===== config.mk =====
export PLATFORM = sky130hd
export DESIGN_NAME = meter_fieldbus_slave
export DESIGN_NICKNAME = d
export VERILOG_FILES = /design/src/rtl/meter_fieldbus_slave_pkg.sv /design/src/rtl/mfs_crc16.sv /design/src/rtl/meter_fieldbus_slave.sv
export VERILOG_INCLUDE_DIRS = /design/src /design/src/rtl
export SDC_FILE = /design/constraint.sdc
export NUM_CORES = 1
export LEC_CHECK = 0
export BUFFER_PORTS_ARGS = -buffer_cell sky130_fd_sc_hd__buf_4
export CAP_MARGIN = 20
export CORE_ASPECT_RATIO = 1.1
export CORE_MARGIN = 4
export CORE_UTILIZATION = 64
export DETAILED_ROUTE_END_ITERATION = 6
export GPL_TIMING_DRIVEN = 0
export PLACE_DENSITY = 0.87
export SLEW_MARGIN = 20
export SYNTH_ARGS = -nofsm -noshare
export SYNTH_HDL_FRONTEND = slang
export SYNTH_SLANG_ARGS = --single-unit

===== constraint.sdc =====
create_clock -name sys_clk -period 9.5 [get_ports sys_clk]
set_input_delay 2.375 -clock sys_clk [delete_from_list [all_inputs] [get_ports sys_clk]]
set_output_delay 2.375 -clock sys_clk [all_outputs]
set_load 0.03 [all_outputs]

===== src/rtl/meter_fieldbus_slave_cfg.svh =====
// Constants of the meter fieldbus slave: codes, offsets, timing counts
`ifndef METER_FIELDBUS_SLAVE_CFG_SVH
`define METER_FIELDBUS_SLAVE_CFG_SVH

// Function codes served on the request link
`define MFS_FC_READ_HOLD    8'h03
`define MFS_FC_WRITE_COIL   8'h05
`define MFS_FC_WRITE_MULTI  8'h10
`define MFS_FC_REPORT_ID    8'h11

// Value register addresses on the M-Bus read port
`define MFS_MBUS_TOTAL      2'h1
`define MFS_MBUS_FLOW       2'h2
`define MFS_MBUS_STATUS     2'h3

// Frame sizes and positions in bytes, and the read quantity limit in registers
`define MFS_LEN_FIXED       8'h08
`define MFS_LEN_MULTI_HDR   8'h09
`define MFS_LEN_REPORT_REQ  8'h04
`define MFS_LEN_MIN         8'h04
`define MFS_ECHO_LEN        8'h06
`define MFS_ID_BYTE_COUNT   8'h1a
`define MFS_ID_LEN          8'h1d
`define MFS_NAME_FIRST      8'h09
`define MFS_MAX_READ_QTY    8'h7d

// Identity fields; the values are arbitrary
`define MFS_SLAVE_ID        16'h0001
`define MFS_RUN_INDICATOR   16'h00ff
`define MFS_PRODUCT_CODE    16'h0a5c
`define MFS_PRODUCT_NAME    "FLOW METER SLAVE    "

// Coil values
`define MFS_COIL_ON         16'hff00
`define MFS_COIL_OFF        16'h0000

// CRC-16 seed and reflected polynomial
`define MFS_CRC_SEED        16'hffff
`define MFS_CRC_POLY        16'ha001

// Inter-frame gap: 7 characters of 10 bits at 19200 baud, 20 MHz clock
`define MFS_CLK_HZ          20000000
`define MFS_BAUD            19200
`define MFS_CHAR_BITS       10
`define MFS_GAP_CHARS       7
`define MFS_GAP_CYC ((`MFS_GAP_CHARS * `MFS_CHAR_BITS * `MFS_CLK_HZ \
                      + `MFS_BAUD - 1) / `MFS_BAUD)

`endif


===== src/rtl/meter_fieldbus_slave_pkg.sv =====
// Types of the meter fieldbus slave
package meter_fieldbus_slave_pkg;
   typedef enum logic [4:0] {
      ST_IDLE  = 5'b00001,
      ST_CHECK = 5'b00010,
      ST_BODY  = 5'b00100,
      ST_CRCL  = 5'b01000,
      ST_CRCH  = 5'b10000
   } slave_state_t;
   typedef logic [7:0] byte_t;
endpackage


===== src/rtl/mfs_crc16.sv =====
// Byte-wide frame check engine, one byte per cycle
`timescale 1ns/1ps
`include "meter_fieldbus_slave_cfg.svh"
module mfs_crc16 (
   input  wire logic        sys_clk,
   input  wire logic        rst_b,
   input  wire logic        clear,
   input  wire logic        enable,
   input  wire logic [7:0]  data,
   output logic      [15:0] crc_q
);
   // Eight shift steps of the reflected polynomial folded into one cycle
   function automatic logic [15:0] next_crc(input logic [15:0] c,
                                            input logic [7:0]  d);
      logic [15:0] r;
      r = c ^ {8'h00, d};
      for (int i = 0; i < 8; i++) begin
         r = r[0] ? ((r >> 1) ^ `MFS_CRC_POLY) : (r >> 1);
      end
      return r;
   endfunction

   // Clear wins so a new frame never inherits an old remainder
   always_ff @(posedge sys_clk or negedge rst_b) begin
      if (!rst_b) begin
         crc_q <= `MFS_CRC_SEED;
      end else if (clear) begin
         crc_q <= `MFS_CRC_SEED;
      end else if (enable) begin
         crc_q <= next_crc(crc_q, data);
      end
   end
endmodule


===== src/rtl/meter_fieldbus_slave.sv =====
// Fieldbus slave of a flow meter: request parser and reply builder
// Function
// - Read holding registers replies address, function, byte count, words.
// - Write single coil replies by echoing the six request fields.
// - Write multiple registers replies with address, function, start, qty.
// - Report identity replies with count, id, run, code and 20-byte name.
// - The M-Bus port serves total, flow and status at addresses 1, 2, 3.
// - Each 32-bit value goes out as low word then high word, high byte first.
// - Frames are delimited by an idle gap of seven character times.
`timescale 1ns/1ps
`include "meter_fieldbus_slave_cfg.svh"
module meter_fieldbus_slave
   import meter_fieldbus_slave_pkg::*;
#(
   parameter int GAP_CYCLES = `MFS_GAP_CYC
) (
   input  wire logic                           sys_clk,
   input  wire logic                           rst_b,
   input  wire logic [7:0]                     slave_addr,
   input  wire logic                           rx_valid,
   input  wire meter_fieldbus_slave_pkg::byte_t rx_data,
   output logic                                tx_valid_q,
   output meter_fieldbus_slave_pkg::byte_t     tx_byte_q,
   input  wire logic                           tx_ready,
   output logic                                coil_q,
   input  wire logic [31:0]                    total_consumption_value,
   input  wire logic [31:0]                    flow_value,
   input  wire logic [31:0]                    bus_status_word,
   input  wire logic [1:0]                     mbus_addr,
   output logic      [31:0]                    mbus_data_q
);
   import meter_fieldbus_slave_pkg::*;

   localparam logic [16:0] GAP_LAST = 17'(GAP_CYCLES - 1);
   localparam logic [159:0] NAME = `MFS_PRODUCT_NAME;

   slave_state_t st_q;
   byte_t        buf_q [8];
   logic [7:0]   rx_cnt_q;
   logic [16:0]  gap_cnt_q;
   logic [7:0]   tx_idx_q;
   logic [15:0]  rx_crc;
   logic [15:0]  tx_crc;
   logic         rx_take;
   logic         rx_clear;
   logic         tx_take;
   logic         frame_end;
   logic         frame_ok;
   logic [7:0]   body_len;
   byte_t        body_byte;
   byte_t        next_byte;
   logic [15:0]  start_addr;
   logic [15:0]  qty;

   assign rx_take    = (st_q == ST_IDLE) && rx_valid;
   assign rx_clear   = (st_q == ST_CHECK);
   assign tx_take    = (st_q == ST_BODY) && tx_valid_q && tx_ready;
   assign start_addr = {buf_q[2], buf_q[3]};
   assign qty        = {buf_q[4], buf_q[5]};
   // End of frame once the line has been quiet for the full gap
   assign frame_end  = (st_q == ST_IDLE) && (rx_cnt_q != 8'h00) &&
                       !rx_valid && (gap_cnt_q == GAP_LAST);

   mfs_crc16 u_rx_crc (
      .sys_clk (sys_clk),
      .rst_b   (rst_b),
      .clear   (rx_clear),
      .enable  (rx_take),
      .data    (rx_data),
      .crc_q   (rx_crc)
   );

   mfs_crc16 u_tx_crc (
      .sys_clk (sys_clk),
      .rst_b   (rst_b),
      .clear   (rx_clear),
      .enable  (tx_take),
      .data    (tx_byte_q),
      .crc_q   (tx_crc)
   );

   // Holding word r: pairs 0/1, 2/3, 4/5 hold the three values, low word first
   function automatic logic [15:0] hold_word(input logic [15:0] r);
      unique case (r)
         16'h0000: hold_word = total_consumption_value[15:0];
         16'h0001: hold_word = total_consumption_value[31:16];
         16'h0002: hold_word = flow_value[15:0];
         16'h0003: hold_word = flow_value[31:16];
         16'h0004: hold_word = bus_status_word[15:0];
         16'h0005: hold_word = bus_status_word[31:16];
         default:  hold_word = 16'h0000;
      endcase
   endfunction

   // Request validation: a residue of zero over data plus check means intact
   always_comb begin
      frame_ok = (rx_cnt_q >= `MFS_LEN_MIN) && (rx_crc == 16'h0000) &&
                 (buf_q[0] == slave_addr) && (slave_addr != 8'h00);
      unique case (buf_q[1])
         `MFS_FC_READ_HOLD:
            frame_ok = frame_ok && (rx_cnt_q == `MFS_LEN_FIXED) &&
                       (buf_q[4] == 8'h00) && (buf_q[5] != 8'h00) &&
                       (buf_q[5] <= `MFS_MAX_READ_QTY);
         `MFS_FC_WRITE_COIL:
            frame_ok = frame_ok && (rx_cnt_q == `MFS_LEN_FIXED);
         `MFS_FC_WRITE_MULTI:
            frame_ok = frame_ok && (buf_q[4] == 8'h00) &&
                       (buf_q[6] == 8'(buf_q[5] << 1)) &&
                       (rx_cnt_q == 8'(`MFS_LEN_MULTI_HDR + buf_q[6]));
         `MFS_FC_REPORT_ID:
            frame_ok = frame_ok && (rx_cnt_q == `MFS_LEN_REPORT_REQ);
         default: frame_ok = 1'b0;
      endcase
   end

   // Reply length and the reply byte that follows the one at tx_idx_q;
   // byte 0 is loaded when the request is accepted, so n starts at 1
   always_comb begin
      logic [7:0]  n;
      logic [7:0]  k;
      logic [15:0] w;
      n         = 8'(tx_idx_q + 8'h01);
      k         = 8'(n - 8'h03);
      w         = hold_word(16'(start_addr + {9'h000, k[7:1]}));
      body_len  = `MFS_ECHO_LEN;
      body_byte = buf_q[n[2:0]];
      if (n == 8'h01) begin
         body_byte = buf_q[1];
      end else if (buf_q[1] == `MFS_FC_READ_HOLD) begin
         if (n == 8'h02) begin
            body_byte = 8'(buf_q[5] << 1);
         end else begin
            body_byte = k[0] ? w[7:0] : w[15:8];
         end
      end else if (buf_q[1] == `MFS_FC_REPORT_ID) begin
         unique case (n)
            8'h02: body_byte = `MFS_ID_BYTE_COUNT;
            8'h03: body_byte = 8'(`MFS_SLAVE_ID >> 8);
            8'h04: body_byte = 8'(`MFS_SLAVE_ID);
            8'h05: body_byte = 8'(`MFS_RUN_INDICATOR >> 8);
            8'h06: body_byte = 8'(`MFS_RUN_INDICATOR);
            8'h07: body_byte = 8'(`MFS_PRODUCT_CODE >> 8);
            8'h08: body_byte = 8'(`MFS_PRODUCT_CODE);
            default: body_byte = 8'(NAME >> (8'd152 -
                        8'((n - `MFS_NAME_FIRST) << 3)));
         endcase
      end
      if (buf_q[1] == `MFS_FC_READ_HOLD) begin
         body_len = 8'(8'h03 + (buf_q[5] << 1));
      end else if (buf_q[1] == `MFS_FC_REPORT_ID) begin
         body_len = `MFS_ID_LEN;
      end
   end

   // Byte that follows the one being accepted on the transmit side
   always_comb begin
      logic [7:0] save;
      save      = tx_idx_q;
      next_byte = body_byte;
      if (save == 8'hff) begin
         next_byte = 8'h00;
      end
   end

   // Request capture: only the first eight bytes are kept, the rest are
   // counted and checked, which is all that the served functions need
   always_ff @(posedge sys_clk or negedge rst_b) begin
      if (!rst_b) begin
         rx_cnt_q <= 8'h00;
         for (int i = 0; i < 8; i++) begin
            buf_q[i] <= 8'h00;
         end
      end else if (rx_clear || st_q == ST_CRCH) begin
         if (rx_clear) begin
            rx_cnt_q <= 8'h00;
         end
      end else if (rx_take) begin
         if (rx_cnt_q < 8'h08) begin
            buf_q[rx_cnt_q[2:0]] <= rx_data;
         end
         if (rx_cnt_q != 8'hff) begin
            rx_cnt_q <= rx_cnt_q + 8'h01;
         end
      end
   end

   // Quiet-line counter restarts on every received byte
   always_ff @(posedge sys_clk or negedge rst_b) begin
      if (!rst_b) begin
         gap_cnt_q <= 17'h00000;
      end else if (rx_take || st_q != ST_IDLE) begin
         gap_cnt_q <= 17'h00000;
      end else if (gap_cnt_q != GAP_LAST) begin
         gap_cnt_q <= gap_cnt_q + 17'h00001;
      end
   end

   // Reply sequencer; bytes arriving while a reply runs are dropped
   // because the serial line is half duplex
   always_ff @(posedge sys_clk or negedge rst_b) begin
      if (!rst_b) begin
         st_q       <= ST_IDLE;
         tx_valid_q <= 1'b0;
         tx_byte_q  <= 8'h00;
         tx_idx_q   <= 8'h00;
      end else begin
         unique case (st_q)
            ST_IDLE: begin
               tx_idx_q <= 8'h00;
               if (frame_end) begin
                  st_q <= ST_CHECK;
               end
            end
            ST_CHECK: begin
               if (frame_ok) begin
                  st_q       <= ST_BODY;
                  tx_valid_q <= 1'b1;
                  tx_byte_q  <= slave_addr;
               end else begin
                  st_q <= ST_IDLE;
               end
            end
            ST_BODY: begin
               if (tx_take) begin
                  tx_idx_q <= tx_idx_q + 8'h01;
                  if (tx_idx_q == 8'(body_len - 8'h01)) begin
                     st_q       <= ST_CRCL;
                     tx_valid_q <= 1'b0;   // One idle cycle lets the CRC settle
                  end else begin
                     tx_byte_q <= next_byte;
                  end
               end
            end
            ST_CRCL: begin
               if (!tx_valid_q) begin
                  tx_valid_q <= 1'b1;
                  tx_byte_q  <= tx_crc[7:0];
               end else if (tx_ready) begin
                  st_q      <= ST_CRCH;
                  tx_byte_q <= tx_crc[15:8];
               end
            end
            ST_CRCH: begin
               if (tx_ready) begin
                  st_q       <= ST_IDLE;
                  tx_valid_q <= 1'b0;
               end
            end
         endcase
      end
   end

   // Coil follows the write-single-coil data at coil address zero
   always_ff @(posedge sys_clk or negedge rst_b) begin
      if (!rst_b) begin
         coil_q <= 1'b0;
      end else if (st_q == ST_CHECK && frame_ok &&
                   buf_q[1] == `MFS_FC_WRITE_COIL &&
                   start_addr == 16'h0000) begin
         if (qty == `MFS_COIL_ON) begin
            coil_q <= 1'b1;
         end else if (qty == `MFS_COIL_OFF) begin
            coil_q <= 1'b0;
         end
      end
   end

   // M-Bus value read port, answered one cycle after the address
   always_ff @(posedge sys_clk or negedge rst_b) begin
      if (!rst_b) begin
         mbus_data_q <= 32'h00000000;
      end else begin
         unique case (mbus_addr)
            `MFS_MBUS_TOTAL:  mbus_data_q <= total_consumption_value;
            `MFS_MBUS_FLOW:   mbus_data_q <= flow_value;
            `MFS_MBUS_STATUS: mbus_data_q <= bus_status_word;
            default:          mbus_data_q <= 32'h00000000;
         endcase
      end
   end
endmodule


# Word-level counts from Yosys, hierarchy flattened
# Index checks and enable logic that the tools add are counted.
# classes
multipliers,0
bitwise_logic,21
addsub,10
div,0
shifts,1
n_eq_ne,47
n_reduce_logical,49
n_mux,67
order_cmp,6
# ops
cell,n
$mux 16,20
$mux 8,20
$shr 159x8->8 const A,1
$pmux 16 s6,1
$pmux 32 s3,1
$bwmux 64,1
$logic_not 16->1,4
$eq 8x3->1 const B,6
$not 2->3,16
$pmux 8 s6,1
$mux 5,7
$mux 17,2
$eq 16x2->1 const B,2
$eq 16x3->1 const B,2
$eq 8x8->1,4
$xor 16x8->16,2
$pmux 5 s5,1
$bmux 8 s3,1
$demux 8 s3,1
$eq 8x2->1 const B,3
$pmux 8 s3,1
$reduce_bool 8->1,3
$logic_and 1x1->1,21
$add 17x1->17 const B,1
other kinds (50),79
# totals
romBits,0
ramBits,0
inputBits,118
memories,0
elab_cells,219
latchBits,0
out_inout_bits,42
register_bits,176

# Longest topological paths before layout
# logic_depth
ltp_word,19
mapped_depth,20
depth_no_buf,16

# Modules after synthesis
# A second synthesis with hierarchy kept.
# unflattened
hier_cells,1329
area_unflattened_um2,12420.7
# by_module_without_submodules
mod,area_per_inst_um2,instances,seq_area_each_um2,cells_each
meter_fieldbus_slave,10631.4,1,3604.7,1157
mfs_crc16,894.6,2,420.4,86

# Least setup slack after synthesis
# No wires, ideal clock.
# synth_path
path_type,reg2reg
startpoint,register tx_idx_q[0]
endpoint,register tx_byte_q[0]
t_required_ns,9.405
stages_incl_launch_ff,21
period_less_slack_ns,4.755
setup_time_ns,0.095
path_buffers,4
setup_slack_ns,4.745
t_arrival_ns,4.659
path_cell_list,dfrtp_1 -> buf_2 -> inv_1 -> clkbuf_1 -> ha_1 -> clkbuf_1 -> a21oi_1 -> and2_1 -> nand2_1 -> xor2_1 -> ha_1 -> a21o_1 -> a21oi_1 -> a221o_1 -> nand3_1 -> a311oi_1 -> and3_1 -> clkbuf_1 -> a211oi_1 -> o41a_1 -> o31ai_1
# synth_between
elab_chain_cells,13
elab_cells_between_ends,40
classes_between,add/sub: 5; eq/ne: 16; shift: 1; mux: 14; bitwise: 1; reduce/logical: 3
# synth_lines
element,line,rtl
from (decl),meter_fieldbus_slave.sv:41,logic [7:0] tx_idx_q;
from (signal assigned),meter_fieldbus_slave.sv:225,tx_idx_q <= tx_idx_q + 8'h01;
"parallel branches: the longest is 13 deep, another holds $add 8x1->8",-,
to (signal assigned),meter_fieldbus_slave.sv:218,tx_byte_q <= slave_addr;
to (signal assigned),meter_fieldbus_slave.sv:230,tx_byte_q <= next_byte;
to (signal assigned),meter_fieldbus_slave.sv:237,tx_byte_q <= tx_crc[7:0];
to (decl),meter_fieldbus_slave.sv:23,"output meter_fieldbus_slave_pkg::byte_t tx_byte_q,"
# Parallel ways; which one is timed is not known. The select of a mux whose other input is x is not followed.
# A chain may end at the register's enable or synchronous reset.

# Worst setup path in the final report
# Same ends and word-level chain as after synthesis.

==> summary.txt <==
Global routing
  • Vias in the first global route: 10970
  • Initial antenna violation count: 0
  • First-pass GRT wire length: 61300 um
  • Largest net degree at the start of global routing: 92
  • Gr usage total: 36.15%
  • Grt ovf: 0

Clock network
  • Htree depth: 4
  • Num CTS Buffers: 17
  • Hold-fix buffers, CTS: 0
  • Clock root buffer master: clkbuf_16
  • Max Buffers Root-to-Sink: 2
  • CTS tree: built
  • Worst-skew pair later-pin latency: 0.44 ns
  • Worst-path clk slew: 0.08 ns
  • Setup Buffers After CTS: 0
  • Resized Gates After CTS: 0
  • CTS Sinks: 176

STA
  • RSZ-0062 raised after global routing: false
  • Final setup vio count: 0
  • Clock Skews: 0.007905 ns
  • Final Hold Vio Count: 0
  • Fin Setup TNS: 0 ns
  • Max-slew headroom: 34.97%
  • Fin crit share: 66.96%
  • Period minus WS final: 6.362 ns
  • Pins Over Slew Limit: 0
  • Worst-Margin Slew: 0.9684 ns
  • Min Hold Slack: 0.4711 ns
  • Fmax: 157.2 MHz

Drt
  • Drt first pass iters: 6
  • Highest routed layer: met4
  • Post-route ant nets: 0
  • WL met2: 18240 um
  • Vias: 11270
  • Initial drt markers: 1378
  • Routed wire length: 39080 um
  • Wire length per cell: 23.67 um
  • M1 wire length: 15150 um
  • WL met3: 3917 um
  • DR vias/cell: 6.826
  • # DRC: 0

Layout
  • Area grow syn2layout: 17.01%
  • Commonest non-fill, non-tap cell in the layout: buf_4
  • Post-route insts no fill: 1651
  • Post-layout net count: 1544
  • Final-layout fill cell count: 1229
  • Most frequent cells in the layout: 148 x buf_4, 143 x dfrtp_1, 111 x mux2_2, 83 x nand2_1, 78 x clkbuf_1
  • Layout Cell Area excl Fill: 0.01414 mm^2
  • Diodes inserted: 0
  • Share of cells above drive strength 1: 26.42%
  • Post-layout util: 76.54%

Synth
  • Top cell type's share of synthesized area: 29.60%
  • Synthesized area: 0.01209 mm^2
  • Area contributors post-synth: dfrtp_1 30%, mux2_2 10%, dfstp_2 7.2%
  • Synth unique cells: 77
  • Flops & latches, synth: 176
  • YS warnings: 0
  • Post-synth ARST share: 100.0%
  • Mapped Cells: 1226
  • Post-synth EDFFs: 0
  • Main synth FF type: dfrtp_1
  • Synth area leader: dfrtp_1
  • Syn_area_per_cell: 9.860 um^2
  • Syn_nets: 1375
  • Sequential fraction of the synthesis area: 36.78%

Placed design
  • Placed cell area: 0.01355 mm^2
  • Half-perimeter wire length after placement: 28690 um
  • RD Place Congestion: 1.035
  • Placed instance count: 1619
  • Buffers on Ports: 149

Pwr
  • PwrDens: 214.1 mW/mm^2
  • Leak: 6.027 nW
  • Worst vdd ir: 0.2094 mV

Worst setup path
  • R2r endpoint: tx_byte_q[0]
  • Critical Path AT: 6.71 ns
  • Critical Path Fanout Max: 13
  • Reg2reg setup slack: 3.14 ns
  • Crit end category: flip-flop
  • Crit Path Category: flip-flop to flip-flop
  • R2r startpoint: tx_idx_q[0]
  • CP required: 9.85 ns
  • Critical Path Start Type: flip-flop
  • Reg2reg path depth: 20

Floorplan
  • Core region area: 0.01848 mm^2
  • Core Rows: 52
  • Die X: 139.0 um
  • Full die area: 0.02115 mm^2
  • I/O Pins: 160
  • Die Ht: 152.1 um
  • Starting Density: 65.42%

Min path
  • Hold Path Depth: 2
  • HP Class: flip-flop to flip-flop
  • Worst Hold End: u_tx_crc.crc_q[5]
  • Hold path start: u_tx_crc.crc_q[13]

Run
  • Total of max-cap violations: 0

Run status
  • Status: complete, no violations
==> cells in the mapped netlist, drive strengths merged, types with 7 or more instances <==
| master | n |
|---|---|
| nand4 | 29 |
| ha | 30 |
| clkbuf | 77 |
| or4 | 8 |
| a21oi | 66 |
| nor4 | 19 |
| nand3 | 47 |
| a31oi | 10 |
| and3 | 15 |
| mux2i | 21 |
| o31ai | 7 |
| xnor2 | 76 |
| o21ai | 61 |
| a22o | 37 |
| nand3b | 9 |
| nor2 | 69 |
| a211oi | 8 |
| or3 | 13 |
| dfstp | 33 |
| a21o | 8 |
| mux4 | 31 |
| inv | 23 |
| nor3 | 39 |
| xor2 | 34 |
| nor4b | 7 |
| mux2 | 111 |
| nor2b | 12 |
| nand2 | 83 |
| buf | 10 |
| dfrtp | 143 |
==> where the power goes <==
| group | internal (W) | switching (W) | leakage, nW |
|---|---|---|---|
| logic | 0.000536 | 0.000731 | 3.52 |
| clock network | 0.000381 | 0.000337 | 0.288 |
| registers | 0.000890 | 0.000154 | 2.22 |
| total | 0.00181 | 0.00122 | 6.03 |
==> metrics by stage <==
step	setup slack, ns	total power (W)
2_1_floorplan	4.745	0.001881
3_3_place_gp	3.510	0.002222
3_5_place_dp	3.390	0.002263
4_1_cts	3.347	0.002987
5_1_grt	2.840	0.003160
6_report	3.138	0.003028
==> flip-flops by register name, summed over array words and instances (netlist names), 5 cells and up <==
signal	cells
buf_q	64
mbus_data_q	32
gap_cnt_q	17
u_rx_crc.crc_q	16
u_tx_crc.crc_q	16
rx_cnt_q	8
tx_byte_q	8
tx_idx_q	8
st_q	5
==> kinds of logic after synthesis <==
family                   Yosys count  share of synthesized area [%]
AND/OR/NAND/NOR                  379                          16.43
AO/OA/AOI/OAI                    256                          14.17
flip-flops                       176                          36.78
multiplexers                     163                          17.86
buffers and inverters            111                          3.530
XOR/XNOR                         110                          7.970
adder cells (fa/ha/maj)           31                          3.271
==> routing by layer <==
layer	vias to the layer above	GRT usage, %
met4	0	16.08
met5	-	0
li1	4901	-
met2	750	56.86
met3	157	8.443
met1	5462	48.08
==> final cells by class <==
class	count	area, um^2	area share (%)
Timing Repair Buffer	150	1154	8.156
Clock inverter	13	148.9	1.053
Inverter	24	90.09	0.6369
Buffer	87	336.6	2.380
Multi-Input combinational cell	939	7222	51.06
Sequential cell	176	4446	31.43
Clock buffer	19	442.9	3.132
Tap cell	243	304.0	2.150
==> how the worst max path moves through the flow <==
stage	depth (start not counted)	slack, ns	start	to
global route	20	2.84	tx_idx_q[0]	tx_byte_q[0]
finish	20	3.14	tx_idx_q[0]	tx_byte_q[0]
CTS	20	3.35	tx_idx_q[0]	tx_byte_q[0]
floorplan	20	4.75	tx_idx_q[0]	tx_byte_q[0]
detailed placement	20	3.39	tx_idx_q[0]	tx_byte_q[0]
global placement	20	3.51	tx_idx_q[0]	tx_byte_q[0]
==> critical path, cell delays in order (launching register included) <==
cell	delay, ns
dfrtp_1	0.48
buf_2	0.32
inv_1	0.16
clkbuf_1	0.36
ha_1	0.42
clkbuf_1	0.56
a21oi_1	0.21
and2_1	0.23
nand2_1	0.08
xor2_1	0.17
ha_1	0.33
a21o_1	0.25
a21oi_1	0.31
a221o_1	0.23
nand3_1	0.14
a311oi_1	0.55
and3_1	0.24
clkbuf_1	0.38
a211oi_1	0.15
o41a_1	0.47
o31ai_1	0.23
Power figures use the tool's default switching activity.
